===== config.mk =====
export PLATFORM = sky130hd
export DESIGN_NAME = rfdma_channel
export DESIGN_NICKNAME = d
export VERILOG_FILES = /design/src/rfdma_pkg.sv /design/src/rfdma_trig_sel.sv /design/src/rfdma_byte_mover.sv /design/src/rfdma_channel.sv
export SDC_FILE = /design/constraint.sdc
export NUM_CORES = 1
export LEC_CHECK = 0
export BUFFER_PORTS_ARGS = -buffer_cell sky130_fd_sc_hd__buf_2
export CORE_AREA = 4 4 147 78
export CTS_CLUSTER_DIAMETER = 40
export CTS_CLUSTER_SIZE = 20
export DETAILED_ROUTE_END_ITERATION = 6
export DIE_AREA = 0 0 151 82
export PLACE_DENSITY = 0.8
export SYNTH_ARGS = -nofsm -noshare
export SYNTH_HDL_FRONTEND = slang
export SYNTH_HIERARCHICAL = 1
export SYNTH_SLANG_ARGS = --single-unit

===== constraint.sdc =====
create_clock -name ref_clk -period 4 [get_ports ref_clk]
set_input_delay 0.8 -clock ref_clk [delete_from_list [all_inputs] [get_ports ref_clk]]
set_output_delay 0.8 -clock ref_clk [all_outputs]
set_load 0.03 [all_outputs]

===== src/rfdma_pkg.sv =====
package rfdma_pkg;
    // Register indices; byte address on the bus is four times the index
    localparam logic [11:0] RFDMA_IDX_CTRL = 12'hFB0;
    localparam logic [11:0] RFDMA_IDX_PERIPH = 12'hFB1;
    localparam logic [11:0] RFDMA_IDX_HIGH = 12'hFB2;
    localparam logic [11:0] RFDMA_IDX_START = 12'hFB3;
    localparam logic [11:0] RFDMA_IDX_END = 12'hFB4;
    localparam int RFDMA_IDX_W = 12;
    localparam int RFDMA_IDX_LSB = 2;

    // Control field layout
    localparam int RFDMA_CTL_EN = 7;
    localparam int RFDMA_CTL_LOOP = 6;
    localparam int RFDMA_CTL_DIR = 5;
    localparam int RFDMA_CTL_IE = 4;
    localparam int RFDMA_CTL_WORD = 3;
    localparam int RFDMA_CTL_TRIG_HI = 2;
    localparam int RFDMA_CTL_TRIG_LO = 0;

    // High nibble register layout
    localparam int RFDMA_HI_START_HI = 7;
    localparam int RFDMA_HI_START_LO = 4;
    localparam int RFDMA_HI_END_HI = 3;
    localparam int RFDMA_HI_END_LO = 0;

    localparam logic [7:0] RFDMA_REG_RESET = 8'h00;
    localparam logic [3:0] RFDMA_PERIPH_PAGE = 4'hF;

    // Trigger source codes
    localparam logic [2:0] RFDMA_TRIG_TIMER0 = 3'h0;
    localparam logic [2:0] RFDMA_TRIG_TIMER3 = 3'h3;
    localparam logic [2:0] RFDMA_TRIG_UART0 = 3'h4;
    localparam logic [2:0] RFDMA_TRIG_UART1 = 3'h5;
    localparam logic [2:0] RFDMA_TRIG_I2C = 3'h6;
    localparam logic [2:0] RFDMA_TRIG_RSVD = 3'h7;

    typedef enum logic [3:0] {
        RFDMA_IDLE = 4'b0001,
        RFDMA_MOVE = 4'b0010,
        RFDMA_WAIT = 4'b0100,
        RFDMA_NEXT = 4'b1000
    } rfdma_state_t;
endpackage


===== src/rfdma_trig_sel.sv =====
`timescale 1ns/1ns
module rfdma_trig_sel
    import rfdma_pkg::*;
(
    input wire logic ref_clk,
    input wire logic sys_rst,
    input wire logic [2:0] trig_sel,
    input wire logic [3:0] timer_req,
    input wire logic [1:0] uart_rx_valid,
    input wire logic i2c_rx_valid,
    output logic trig_pulse
);
    logic sel_level;
    logic sel_last;

    // Codes 000..011 are timers 0..3, 100/101 UARTs, 110 I2C, 111 never fires
    always_comb
    begin
        sel_level = 1'b0;
        if (trig_sel <= RFDMA_TRIG_TIMER3)
            sel_level = timer_req[trig_sel[1:0]];
        else if (trig_sel == RFDMA_TRIG_UART0)
            sel_level = uart_rx_valid[0];
        else if (trig_sel == RFDMA_TRIG_UART1)
            sel_level = uart_rx_valid[1];
        else if (trig_sel == RFDMA_TRIG_I2C)
            sel_level = i2c_rx_valid;
        else
            sel_level = 1'b0;
    end

    // Rising edge only: data-valid levels stay high until the data is read
    always_ff @(posedge ref_clk)
    begin
        if (sys_rst)
            sel_last <= 1'b0;
        else
            sel_last <= sel_level;
    end

    assign trig_pulse = sel_level & ~sel_last;
endmodule


===== src/rfdma_byte_mover.sv =====
`timescale 1ns/1ns
module rfdma_byte_mover
    import rfdma_pkg::*;
(
    input wire logic ref_clk,
    input wire logic sys_rst,
    input wire logic go,
    input wire logic [11:0] src_addr,
    input wire logic [11:0] dst_addr,
    output logic done,
    output logic [11:0] mem_addr,
    output logic [7:0] mem_wdata,
    output logic mem_rd,
    output logic mem_wr,
    input wire logic [7:0] mem_rdata
);
    // Read cycle, data taken on the edge ending it, then write cycle
    logic rd_phase;
    logic wr_phase;
    logic [11:0] dst_hold;

    always_ff @(posedge ref_clk)
    begin
        if (sys_rst)
        begin
            rd_phase <= 1'b0;
            wr_phase <= 1'b0;
            dst_hold <= 12'h000;
        end
        else
        begin
            rd_phase <= go;
            wr_phase <= rd_phase;
            if (go)
                dst_hold <= dst_addr;
        end
    end

    always_ff @(posedge ref_clk)
    begin
        if (sys_rst)
        begin
            mem_addr <= 12'h000;
            mem_wdata <= 8'h00;
            mem_rd <= 1'b0;
            mem_wr <= 1'b0;
        end
        else
        begin
            mem_rd <= go;
            mem_wr <= rd_phase;
            if (go)
                mem_addr <= src_addr;
            else if (rd_phase)
                mem_addr <= dst_hold;
            if (rd_phase)
                mem_wdata <= mem_rdata;
        end
    end

    assign done = wr_phase;
endmodule


===== src/rfdma_channel.sv =====
`timescale 1ns/1ns
//
// Contract
// - Three-bit field picks timer 0-3, UART 0/1, I2C or none as trigger.
// - Word select clear moves one byte per request, set moves two unless the first is the end-address byte.
// - With interrupt enable set, pulse interrupt after end-address byte moves.
// - Direction clear copies register file to peripheral, set copies back.
// - At end address, start is reloaded; loop clear also disables channel.
// - Requests are serviced only while the enable control is set.
// - Start and end are 12 bits; upper nibbles share one register.
// - Start low register also reads back the current address pointer.
// - End low byte separate; full 12-bit compare detects block end.
// - Peripheral address is its byte placed in register-file page F.
module rfdma_channel
    import rfdma_pkg::*;
#(
    parameter int AV_ADDR_W = 14
)
(
    input wire logic ref_clk,
    input wire logic sys_rst,
    input wire logic [AV_ADDR_W-1:0] avs_address,
    input wire logic avs_read,
    input wire logic avs_write,
    input wire logic [31:0] avs_writedata,
    input wire logic [3:0] avs_byteenable,
    output logic [31:0] avs_readdata,
    output logic avs_waitrequest,
    input wire logic [3:0] timer_req,
    input wire logic [1:0] uart_rx_valid,
    input wire logic i2c_rx_valid,
    output logic [11:0] mem_addr,
    output logic [7:0] mem_wdata,
    output logic mem_rd,
    output logic mem_wr,
    input wire logic [7:0] mem_rdata,
    output logic dma_irq
);
    if (AV_ADDR_W < RFDMA_IDX_W + RFDMA_IDX_LSB)
        $error("rfdma_channel: AV_ADDR_W too small for register map");

    // ------------------------------------------------------------
    // Registers
    // ------------------------------------------------------------
    logic [7:0] channel_control;
    logic [7:0] peripheral_reg_address;
    logic [3:0] start_hi_saved;
    logic [7:0] start_lo_saved;
    logic [11:0] cur_addr;
    logic [3:0] end_hi;
    logic [7:0] end_address_low;

    rfdma_state_t state;
    logic second_byte;
    logic pair_more;
    logic trig_pulse;
    logic move_go;
    logic move_done;
    logic at_end;
    logic [7:0] periph_byte;
    logic [11:0] periph_full;
    logic [11:0] src_addr;
    logic [11:0] dst_addr;

    // ------------------------------------------------------------
    // Layout checks: fields must fit the byte registers they live in
    // ------------------------------------------------------------
    if (RFDMA_CTL_TRIG_HI - RFDMA_CTL_TRIG_LO + 1 != $bits(RFDMA_TRIG_RSVD))
        $error("rfdma_channel: trigger field width disagrees with its codes");
    if (RFDMA_CTL_EN >= $bits(channel_control) || RFDMA_CTL_LOOP >= $bits(channel_control))
        $error("rfdma_channel: enable or loop bit outside the control register");
    if (RFDMA_CTL_DIR >= $bits(channel_control) || RFDMA_CTL_IE >= $bits(channel_control))
        $error("rfdma_channel: direction or interrupt bit outside the control register");
    if (RFDMA_CTL_WORD >= $bits(channel_control) || RFDMA_CTL_TRIG_HI >= $bits(channel_control))
        $error("rfdma_channel: word or trigger bits outside the control register");
    if (RFDMA_HI_START_HI - RFDMA_HI_START_LO + 1 != $bits(start_hi_saved))
        $error("rfdma_channel: start nibble must match the saved start width");
    if (RFDMA_HI_END_HI - RFDMA_HI_END_LO + 1 != $bits(end_hi))
        $error("rfdma_channel: end nibble must match the end width");
    if (RFDMA_HI_START_LO <= RFDMA_HI_END_HI)
        $error("rfdma_channel: start and end nibbles overlap");
    if ($bits(RFDMA_IDX_CTRL) != RFDMA_IDX_W)
        $error("rfdma_channel: register index width disagrees with the map");

    // ------------------------------------------------------------
    // Avalon-MM slave, one wait state
    // ------------------------------------------------------------
    logic av_ack;
    logic av_req;
    logic av_wr_now;
    logic [RFDMA_IDX_W-1:0] av_idx;
    logic [7:0] rd_mux;

    assign av_req = avs_read | avs_write;
    assign avs_waitrequest = av_req & ~av_ack;
    assign av_wr_now = avs_write & av_ack & avs_byteenable[0];
    assign av_idx = avs_address[RFDMA_IDX_LSB +: RFDMA_IDX_W];

    always_ff @(posedge ref_clk)
    begin
        if (sys_rst)
            av_ack <= 1'b0;
        else
            av_ack <= av_req & ~av_ack;
    end

    always_comb
    begin
        rd_mux = 8'h00;
        case (av_idx)
            RFDMA_IDX_CTRL: rd_mux = channel_control;
            RFDMA_IDX_PERIPH: rd_mux = peripheral_reg_address;
            RFDMA_IDX_HIGH: rd_mux = {cur_addr[11:8], end_hi};
            RFDMA_IDX_START: rd_mux = cur_addr[7:0];
            RFDMA_IDX_END: rd_mux = end_address_low;
            default: rd_mux = 8'h00;
        endcase
    end

    // Unmapped words read zero; upper bytes always zero
    always_ff @(posedge ref_clk)
    begin
        if (sys_rst)
            avs_readdata <= 32'h0000_0000;
        else if (avs_read & ~av_ack)
            avs_readdata <= {24'h00_0000, rd_mux};
    end

    // ------------------------------------------------------------
    // Register writes and hardware updates
    // ------------------------------------------------------------
    always_ff @(posedge ref_clk)
    begin
        if (sys_rst)
            channel_control <= RFDMA_REG_RESET;
        else if (av_wr_now && av_idx == RFDMA_IDX_CTRL)
            channel_control <= avs_writedata[7:0];
        else if (move_done && at_end && !channel_control[RFDMA_CTL_LOOP])
            channel_control[RFDMA_CTL_EN] <= 1'b0;
    end

    always_ff @(posedge ref_clk)
    begin
        if (sys_rst)
        begin
            peripheral_reg_address <= RFDMA_REG_RESET;
            end_hi <= RFDMA_REG_RESET[3:0];
            end_address_low <= RFDMA_REG_RESET;
        end
        else if (av_wr_now)
        begin
            if (av_idx == RFDMA_IDX_PERIPH)
                peripheral_reg_address <= avs_writedata[7:0];
            if (av_idx == RFDMA_IDX_HIGH)
                end_hi <= avs_writedata[RFDMA_HI_END_HI:RFDMA_HI_END_LO];
            if (av_idx == RFDMA_IDX_END)
                end_address_low <= avs_writedata[7:0];
        end
    end

    // Start kept aside so a loop can reload it after the pointer has moved
    always_ff @(posedge ref_clk)
    begin
        if (sys_rst)
        begin
            start_hi_saved <= RFDMA_REG_RESET[3:0];
            start_lo_saved <= RFDMA_REG_RESET;
        end
        else if (av_wr_now)
        begin
            if (av_idx == RFDMA_IDX_HIGH)
                start_hi_saved <= avs_writedata[RFDMA_HI_START_HI:RFDMA_HI_START_LO];
            if (av_idx == RFDMA_IDX_START)
                start_lo_saved <= avs_writedata[7:0];
        end
    end

    // Software write to the pointer wins over a stepping transfer
    always_ff @(posedge ref_clk)
    begin
        if (sys_rst)
            cur_addr <= {RFDMA_REG_RESET[3:0], RFDMA_REG_RESET};
        else if (av_wr_now && av_idx == RFDMA_IDX_HIGH)
            cur_addr[11:8] <= avs_writedata[RFDMA_HI_START_HI:RFDMA_HI_START_LO];
        else if (av_wr_now && av_idx == RFDMA_IDX_START)
            cur_addr[7:0] <= avs_writedata[7:0];
        else if (move_done && at_end)
            cur_addr <= {start_hi_saved, start_lo_saved};
        else if (move_done)
            cur_addr <= cur_addr + 12'h001;
    end

    // ------------------------------------------------------------
    // Transfer sequencing
    // ------------------------------------------------------------
    assign at_end = (cur_addr == {end_hi, end_address_low});
    assign periph_byte = peripheral_reg_address + {7'h00, second_byte};
    assign periph_full = {RFDMA_PERIPH_PAGE, periph_byte};
    assign src_addr = channel_control[RFDMA_CTL_DIR] ? periph_full : cur_addr;
    assign dst_addr = channel_control[RFDMA_CTL_DIR] ? cur_addr : periph_full;
    assign move_go = (state == RFDMA_MOVE);

    always_ff @(posedge ref_clk)
    begin
        if (sys_rst)
        begin
            state <= RFDMA_IDLE;
        end
        else
        begin
            case (state)
                RFDMA_IDLE:
                begin
                    if (trig_pulse && channel_control[RFDMA_CTL_EN])
                        state <= RFDMA_MOVE;
                end
                RFDMA_MOVE:
                    state <= RFDMA_WAIT;
                RFDMA_WAIT:
                    if (move_done)
                        state <= RFDMA_NEXT;
                RFDMA_NEXT:
                begin
                    if (pair_more)
                        state <= RFDMA_MOVE;
                    else
                        state <= RFDMA_IDLE;
                end
                default:
                    state <= RFDMA_IDLE;
            endcase
        end
    end

    // Remembers whether the byte just finished was the end-address byte
    logic last_was_end;

    function automatic logic dma_irq_block_end();
        return last_was_end;
    endfunction

    always_ff @(posedge ref_clk)
    begin
        if (sys_rst)
            last_was_end <= 1'b0;
        else if (move_done)
            last_was_end <= at_end;
    end

    // ------------------------------------------------------------
    // Two-byte pairing
    // ------------------------------------------------------------
    // Block end closes the request even in two-byte mode
    assign pair_more = channel_control[RFDMA_CTL_WORD] && !second_byte
        && channel_control[RFDMA_CTL_EN] && !dma_irq_block_end();

    // Picks the partner peripheral byte and marks the request's second half
    always_ff @(posedge ref_clk)
    begin
        if (sys_rst)
            second_byte <= 1'b0;
        else if (state == RFDMA_IDLE)
            second_byte <= 1'b0;
        else if (state == RFDMA_NEXT && pair_more)
            second_byte <= 1'b1;
    end

    always_ff @(posedge ref_clk)
    begin
        if (sys_rst)
            dma_irq <= 1'b0;
        else
            dma_irq <= move_done & at_end & channel_control[RFDMA_CTL_IE];
    end

    // ------------------------------------------------------------
    // Sub-blocks
    // ------------------------------------------------------------
    rfdma_trig_sel u_trig (
        .ref_clk(ref_clk),
        .sys_rst(sys_rst),
        .trig_sel(channel_control[RFDMA_CTL_TRIG_HI:RFDMA_CTL_TRIG_LO]),
        .timer_req(timer_req),
        .uart_rx_valid(uart_rx_valid),
        .i2c_rx_valid(i2c_rx_valid),
        .trig_pulse(trig_pulse)
    );

    rfdma_byte_mover u_mover (
        .ref_clk(ref_clk),
        .sys_rst(sys_rst),
        .go(move_go),
        .src_addr(src_addr),
        .dst_addr(dst_addr),
        .done(move_done),
        .mem_addr(mem_addr),
        .mem_wdata(mem_wdata),
        .mem_rd(mem_rd),
        .mem_wr(mem_wr),
        .mem_rdata(mem_rdata)
    );
endmodule


Word level (Yosys, flattened, before mapping)
Cells that the tools add are included.
Widths: inputs -> output; s select.
{ "word_totals": {"in_bits": 69, "word_cells": 99, "reg_bits": 103, "output_inout_bits": 56} }
{ "op_classes": {"mux": 22, "n_bitwise": 11, "eq_ne": 16, "addsub": 2, "magnitude_cmp": 2, "reduce_logical": 25} }
{ "op_table": {"columns": ["cell", "n"], "rows": [
  ["$mux 12", 6],
  ["$eq 12x12->1 const B", 5],
  ["$pmux 8 s5", 1],
  ["$mux 4", 4],
  ["$pmux 4 s4", 1],
  ["$reduce_and 2->1", 7],
  ["$add 12x1->12 const B", 1],
  ["$eq 12x12->1", 1],
  ["$logic_and 1x1->1", 10],
  ["$eq 3x3->1 const B", 3],
  ["$add 8x1->8", 1],
  ["$mux 8", 1],
  ["$and 1x1->1", 7],
  ["$mux 1", 7],
  ["$reduce_bool 3->1", 2],
  ["$eq 4x1->1 const B", 1],
  ["$eq 4x2->1 const B", 1],
  ["$eq 4x3->1 const B", 1],
  ["$eq 4x4->1 const B", 1],
  ["$ne 2x2->1 const B", 2],
  ["$reduce_bool 2->1", 2],
  ["$le 3x2->1 const B", 1],
  ["$logic_not 1->1", 3],
  ["$lt 2x3->1 const B", 1],
  ["other kinds (6)", 8]
]} }

Depth between registers and ports, before layout
{ "logic_depth": {"depth_word": 9, "ltp_mapped": 9, "mapped_depth_nobuf": 8} }

Hierarchy
The synthesis kept the hierarchy.
{ "by_module_without_submodules": {"columns": ["module", "instances", "cells_each", "area_each_um2", "seq_area_each_um2"], "rows": [
  ["rfdma_channel", 1, 460, 4050.1, 1361.3],
  ["rfdma_byte_mover", 1, 125, 1351.3, 680.7],
  ["rfdma_trig_sel", 1, 8, 86.3, 20.0]
]} }

Worst setup path before layout
Ideal clock, no wire load.
{ "synth_path": {"path_kind": "input-to-reg", "startpoint": "input port avs_address[7]", "endpoint": "register channel_control[0]", "arrival_ns": 2.290, "path_buffers": 2, "required_ns": 3.872, "path_stages": 8, "setup_time_ns": 0.128, "slack_ns": 1.582, "cell_sequence": "nand4_1 > or3_1 > buf_2 > nor3_2 > and2_1 > buf_6 > mux2i_1 > nor2_1"} }
{ "synth_between": {"elab_chain_len": 2} }
{ "synth_lines": {"columns": ["item", "line_no", "source"], "rows": [
  ["start: declaration", "rfdma_channel.sv:22", "input wire logic [AV_ADDR_W-1:0] avs_address,"],
  ["$eq 12x12->1", "rfdma_channel.sv:136", "else if (av_wr_now && av_idx == RFDMA_IDX_CTRL)"],
  ["$logic_and 1x1->1", "rfdma_channel.sv:136", null],
  ["end signal: assignment", "rfdma_channel.sv:137", "channel_control <= avs_writedata[7:0];"],
  ["end: declaration", "rfdma_channel.sv:45", "logic [7:0] channel_control;"]
]} }
No other way between the ends.
A chain may end at the register's enable or synchronous reset.

Worst setup path in the final report
{ "layout_path": {"startpoint": "input port avs_address[7]", "endpoint": "register channel_control[6]"} }
The elaborated chain is that of the path after synthesis.

==> results.tsv <==
metric	value	unit
async_flop_share	0	%
relSlewSlack	33.5	%
ys_ff_latch	103	
startpoint	avs_address[7]	
design_area	0.00596	sq mm
start_util	54.4	%
drive_gt1_share	23.8	%
n_antenna_cell	0	
synth_cell_types	54	
worstPathArrival	2.89	ns
cts_tree	yes	
synth-edff-count	0	
rsz0062_at_grt	false	
ir_drop	223	uV
io_buffers	71	
cp-end-kind	register	
clock-root-buffer	clkbuf_16	
startpoint_type	primary input	
die_h	82	um
core	0.0101	sq mm
wirelength	12.7	mm
path_clk_slew	0.07	ns
fp.dieW	151	um
clockBufferDepth	2	
clock.fmax	372	MHz
crit_fanout	9	
syn_inst	593	
fin_nets	706	
grt_use_total	20.6	%
dp_hpwl	8.85	mm
grt-ovfl-total	0	
synthFlopType	dfxtp_1	
power	2.02	mW
final_hold_viol_count	0	
maxCapViolations	0	
cellPowerDensity	339	mW/mm^2
dieArea	0.0124	sq mm
cp.required	4.20	ns
grt_pass1_wl	20.1	mm
wl_per_cell	16.2	um
h-tree-depth	3	
post_cts_resized	0	
postRouteAntennaNets	0	
layout_common_cells	dfxtp_1 (103), nor2_1 (87), buf_2 (71), mux2i_1 (68), mux2_2 (39)	
yosysSeqAreaShare	37.6	%
numClockSinks	103	
postPlaceCellArea	0.00568	sq mm
dr.pass1.iters	5	
via_per_inst	5.54	
vias	4312	
r2r_start	av_ack	
first_iter_violations	247	
leakagePower	2.44	nW
cts_hold_buf	0	
path_class	primary input to register	
tns	0	ns
syn2layout_area_growth	8.66	%
finalSetupViolCount	0	
period_share	67.3	%
rows	26	
syn_avg_cell_area	9.25	sq um
cts_inserted_buffers	9	
clock_skew	0.00843	ns
worstMarginPinSlew	0.995	ns
place_congestion	0.938	
hold_path.class	register to register	
ys_warn_count	6	
grt_max_degree	50	
mostFrequentLayoutCell	dfxtp_1	
pin_count	125	
min_from	start_hi_saved[2]	
clkLatencyLatePin	0.35	ns
whs	0.458	ns
drv_slew	0	
outcome	finished clean	
cts_setup_buffers	0	
syn_area	0.00549	sq mm
post-route-drc-count	0	
grt_pass1_vias	3987	
antenna_found_initial	0	
min_period	2.69	ns
## sequential cells by signal, summed over array words and instances, names as in the netlist, 8 cells and up
register	count
channel_control	8
end_address_low	8
u_mover/mem_addr	12
avs_readdata	8
cur_addr	12
u_mover/dst_hold	12
peripheral_reg_address	8
start_lo_saved	8
u_mover/mem_wdata	8
## layout make-up
class                      count  area, sq um
multi-input combinational    437         3030
clock buffer                   9          225
tap                          140          175
sequential                   103         2060
clock inverter                 7         55.1
timing repair buffer          76          393
fill                         891         4120
inverter                       7         26.3
## layer usage
metal  vias up  GRT usage, %  part of all wire, %
met3        25          5.90                  8.4
met4         0          8.14                  2.2
met1      2044          27.5                   47
met5         -             0                    0
met2       166          31.8                   43
li1       2077             -                    -
## report_power, final
group / internal (mW) / switching, mW / leakage, nW
registers: 1.03 / 0.00743 / 0.831
logic: 0.0414 / 0.105 / 1.47
clock network: 0.429 / 0.406 / 0.133
## worst paths after layout
path	slack, ns	cells past startpoint	endpoint
hold reg to reg	0.46	2	start_hi_saved[2]
hold / removal	0.46	2	start_hi_saved[2]
setup / recovery	1.31	7	channel_control[6]
setup reg to reg	1.70	6	cur_addr[3]
## worst max-delay path: stages
cell and delay (ns):
buf_2 0.07, nand4_1 0.13, or3_1 0.53, nor3_2 0.48
and2_1 0.56, mux2i_1 0.26, nor2_1 0.06
## Yosys cell counts, types with 4 or more instances
cell,n,area (sq um)
a211oi_1,20,150
a21oi_1,24,120
a22oi_1,8,60.1
buf_2,12,60.1
buf_4,27,203
buf_6,9,101
clkbuf_1,16,60.1
dfxtp_1,103,2060
inv_1,7,26.3
mux2_2,39,439
mux2i_1,68,681
nand2_1,31,116
nand2b_1,9,56.3
nand3_1,10,50.1
nand4_1,8,50.1
nor2_1,87,327
nor2b_1,14,87.6
nor3_1,12,60.1
nor4_1,4,25.0
o22ai_1,8,50.1
or2_2,5,31.3
xnor2_1,21,184
xor2_1,4,35.0
## cells by family after synthesis
logic type | Yosys count | share of synthesized area, %
fa+ha+maj | 3 | 0.684
flops | 103 | 37.6
mux | 110 | 21.4
compound gates | 68 | 8.21
xor+xnor | 26 | 4.29
buf+inv | 76 | 9.05
other cells | 1 | 0.0683
simple gates | 206 | 18.8
## per-stage QoR
| stage | utilization, % | std cells | setup slack (ns) |
|---|---|---|---|
| finish | 59.1 | 779 | 1.31 |
| global route | 59.1 | 779 | 1.12 |
| CTS | 59.1 | 779 | 1.35 |
| detailed placement | 56.4 | 763 | 0.972 |
| global placement | 56.4 | 763 | 1.04 |
| floorplan | - | 616 | 1.58 |
Note: power is estimated with default switching activity, not from simulation.
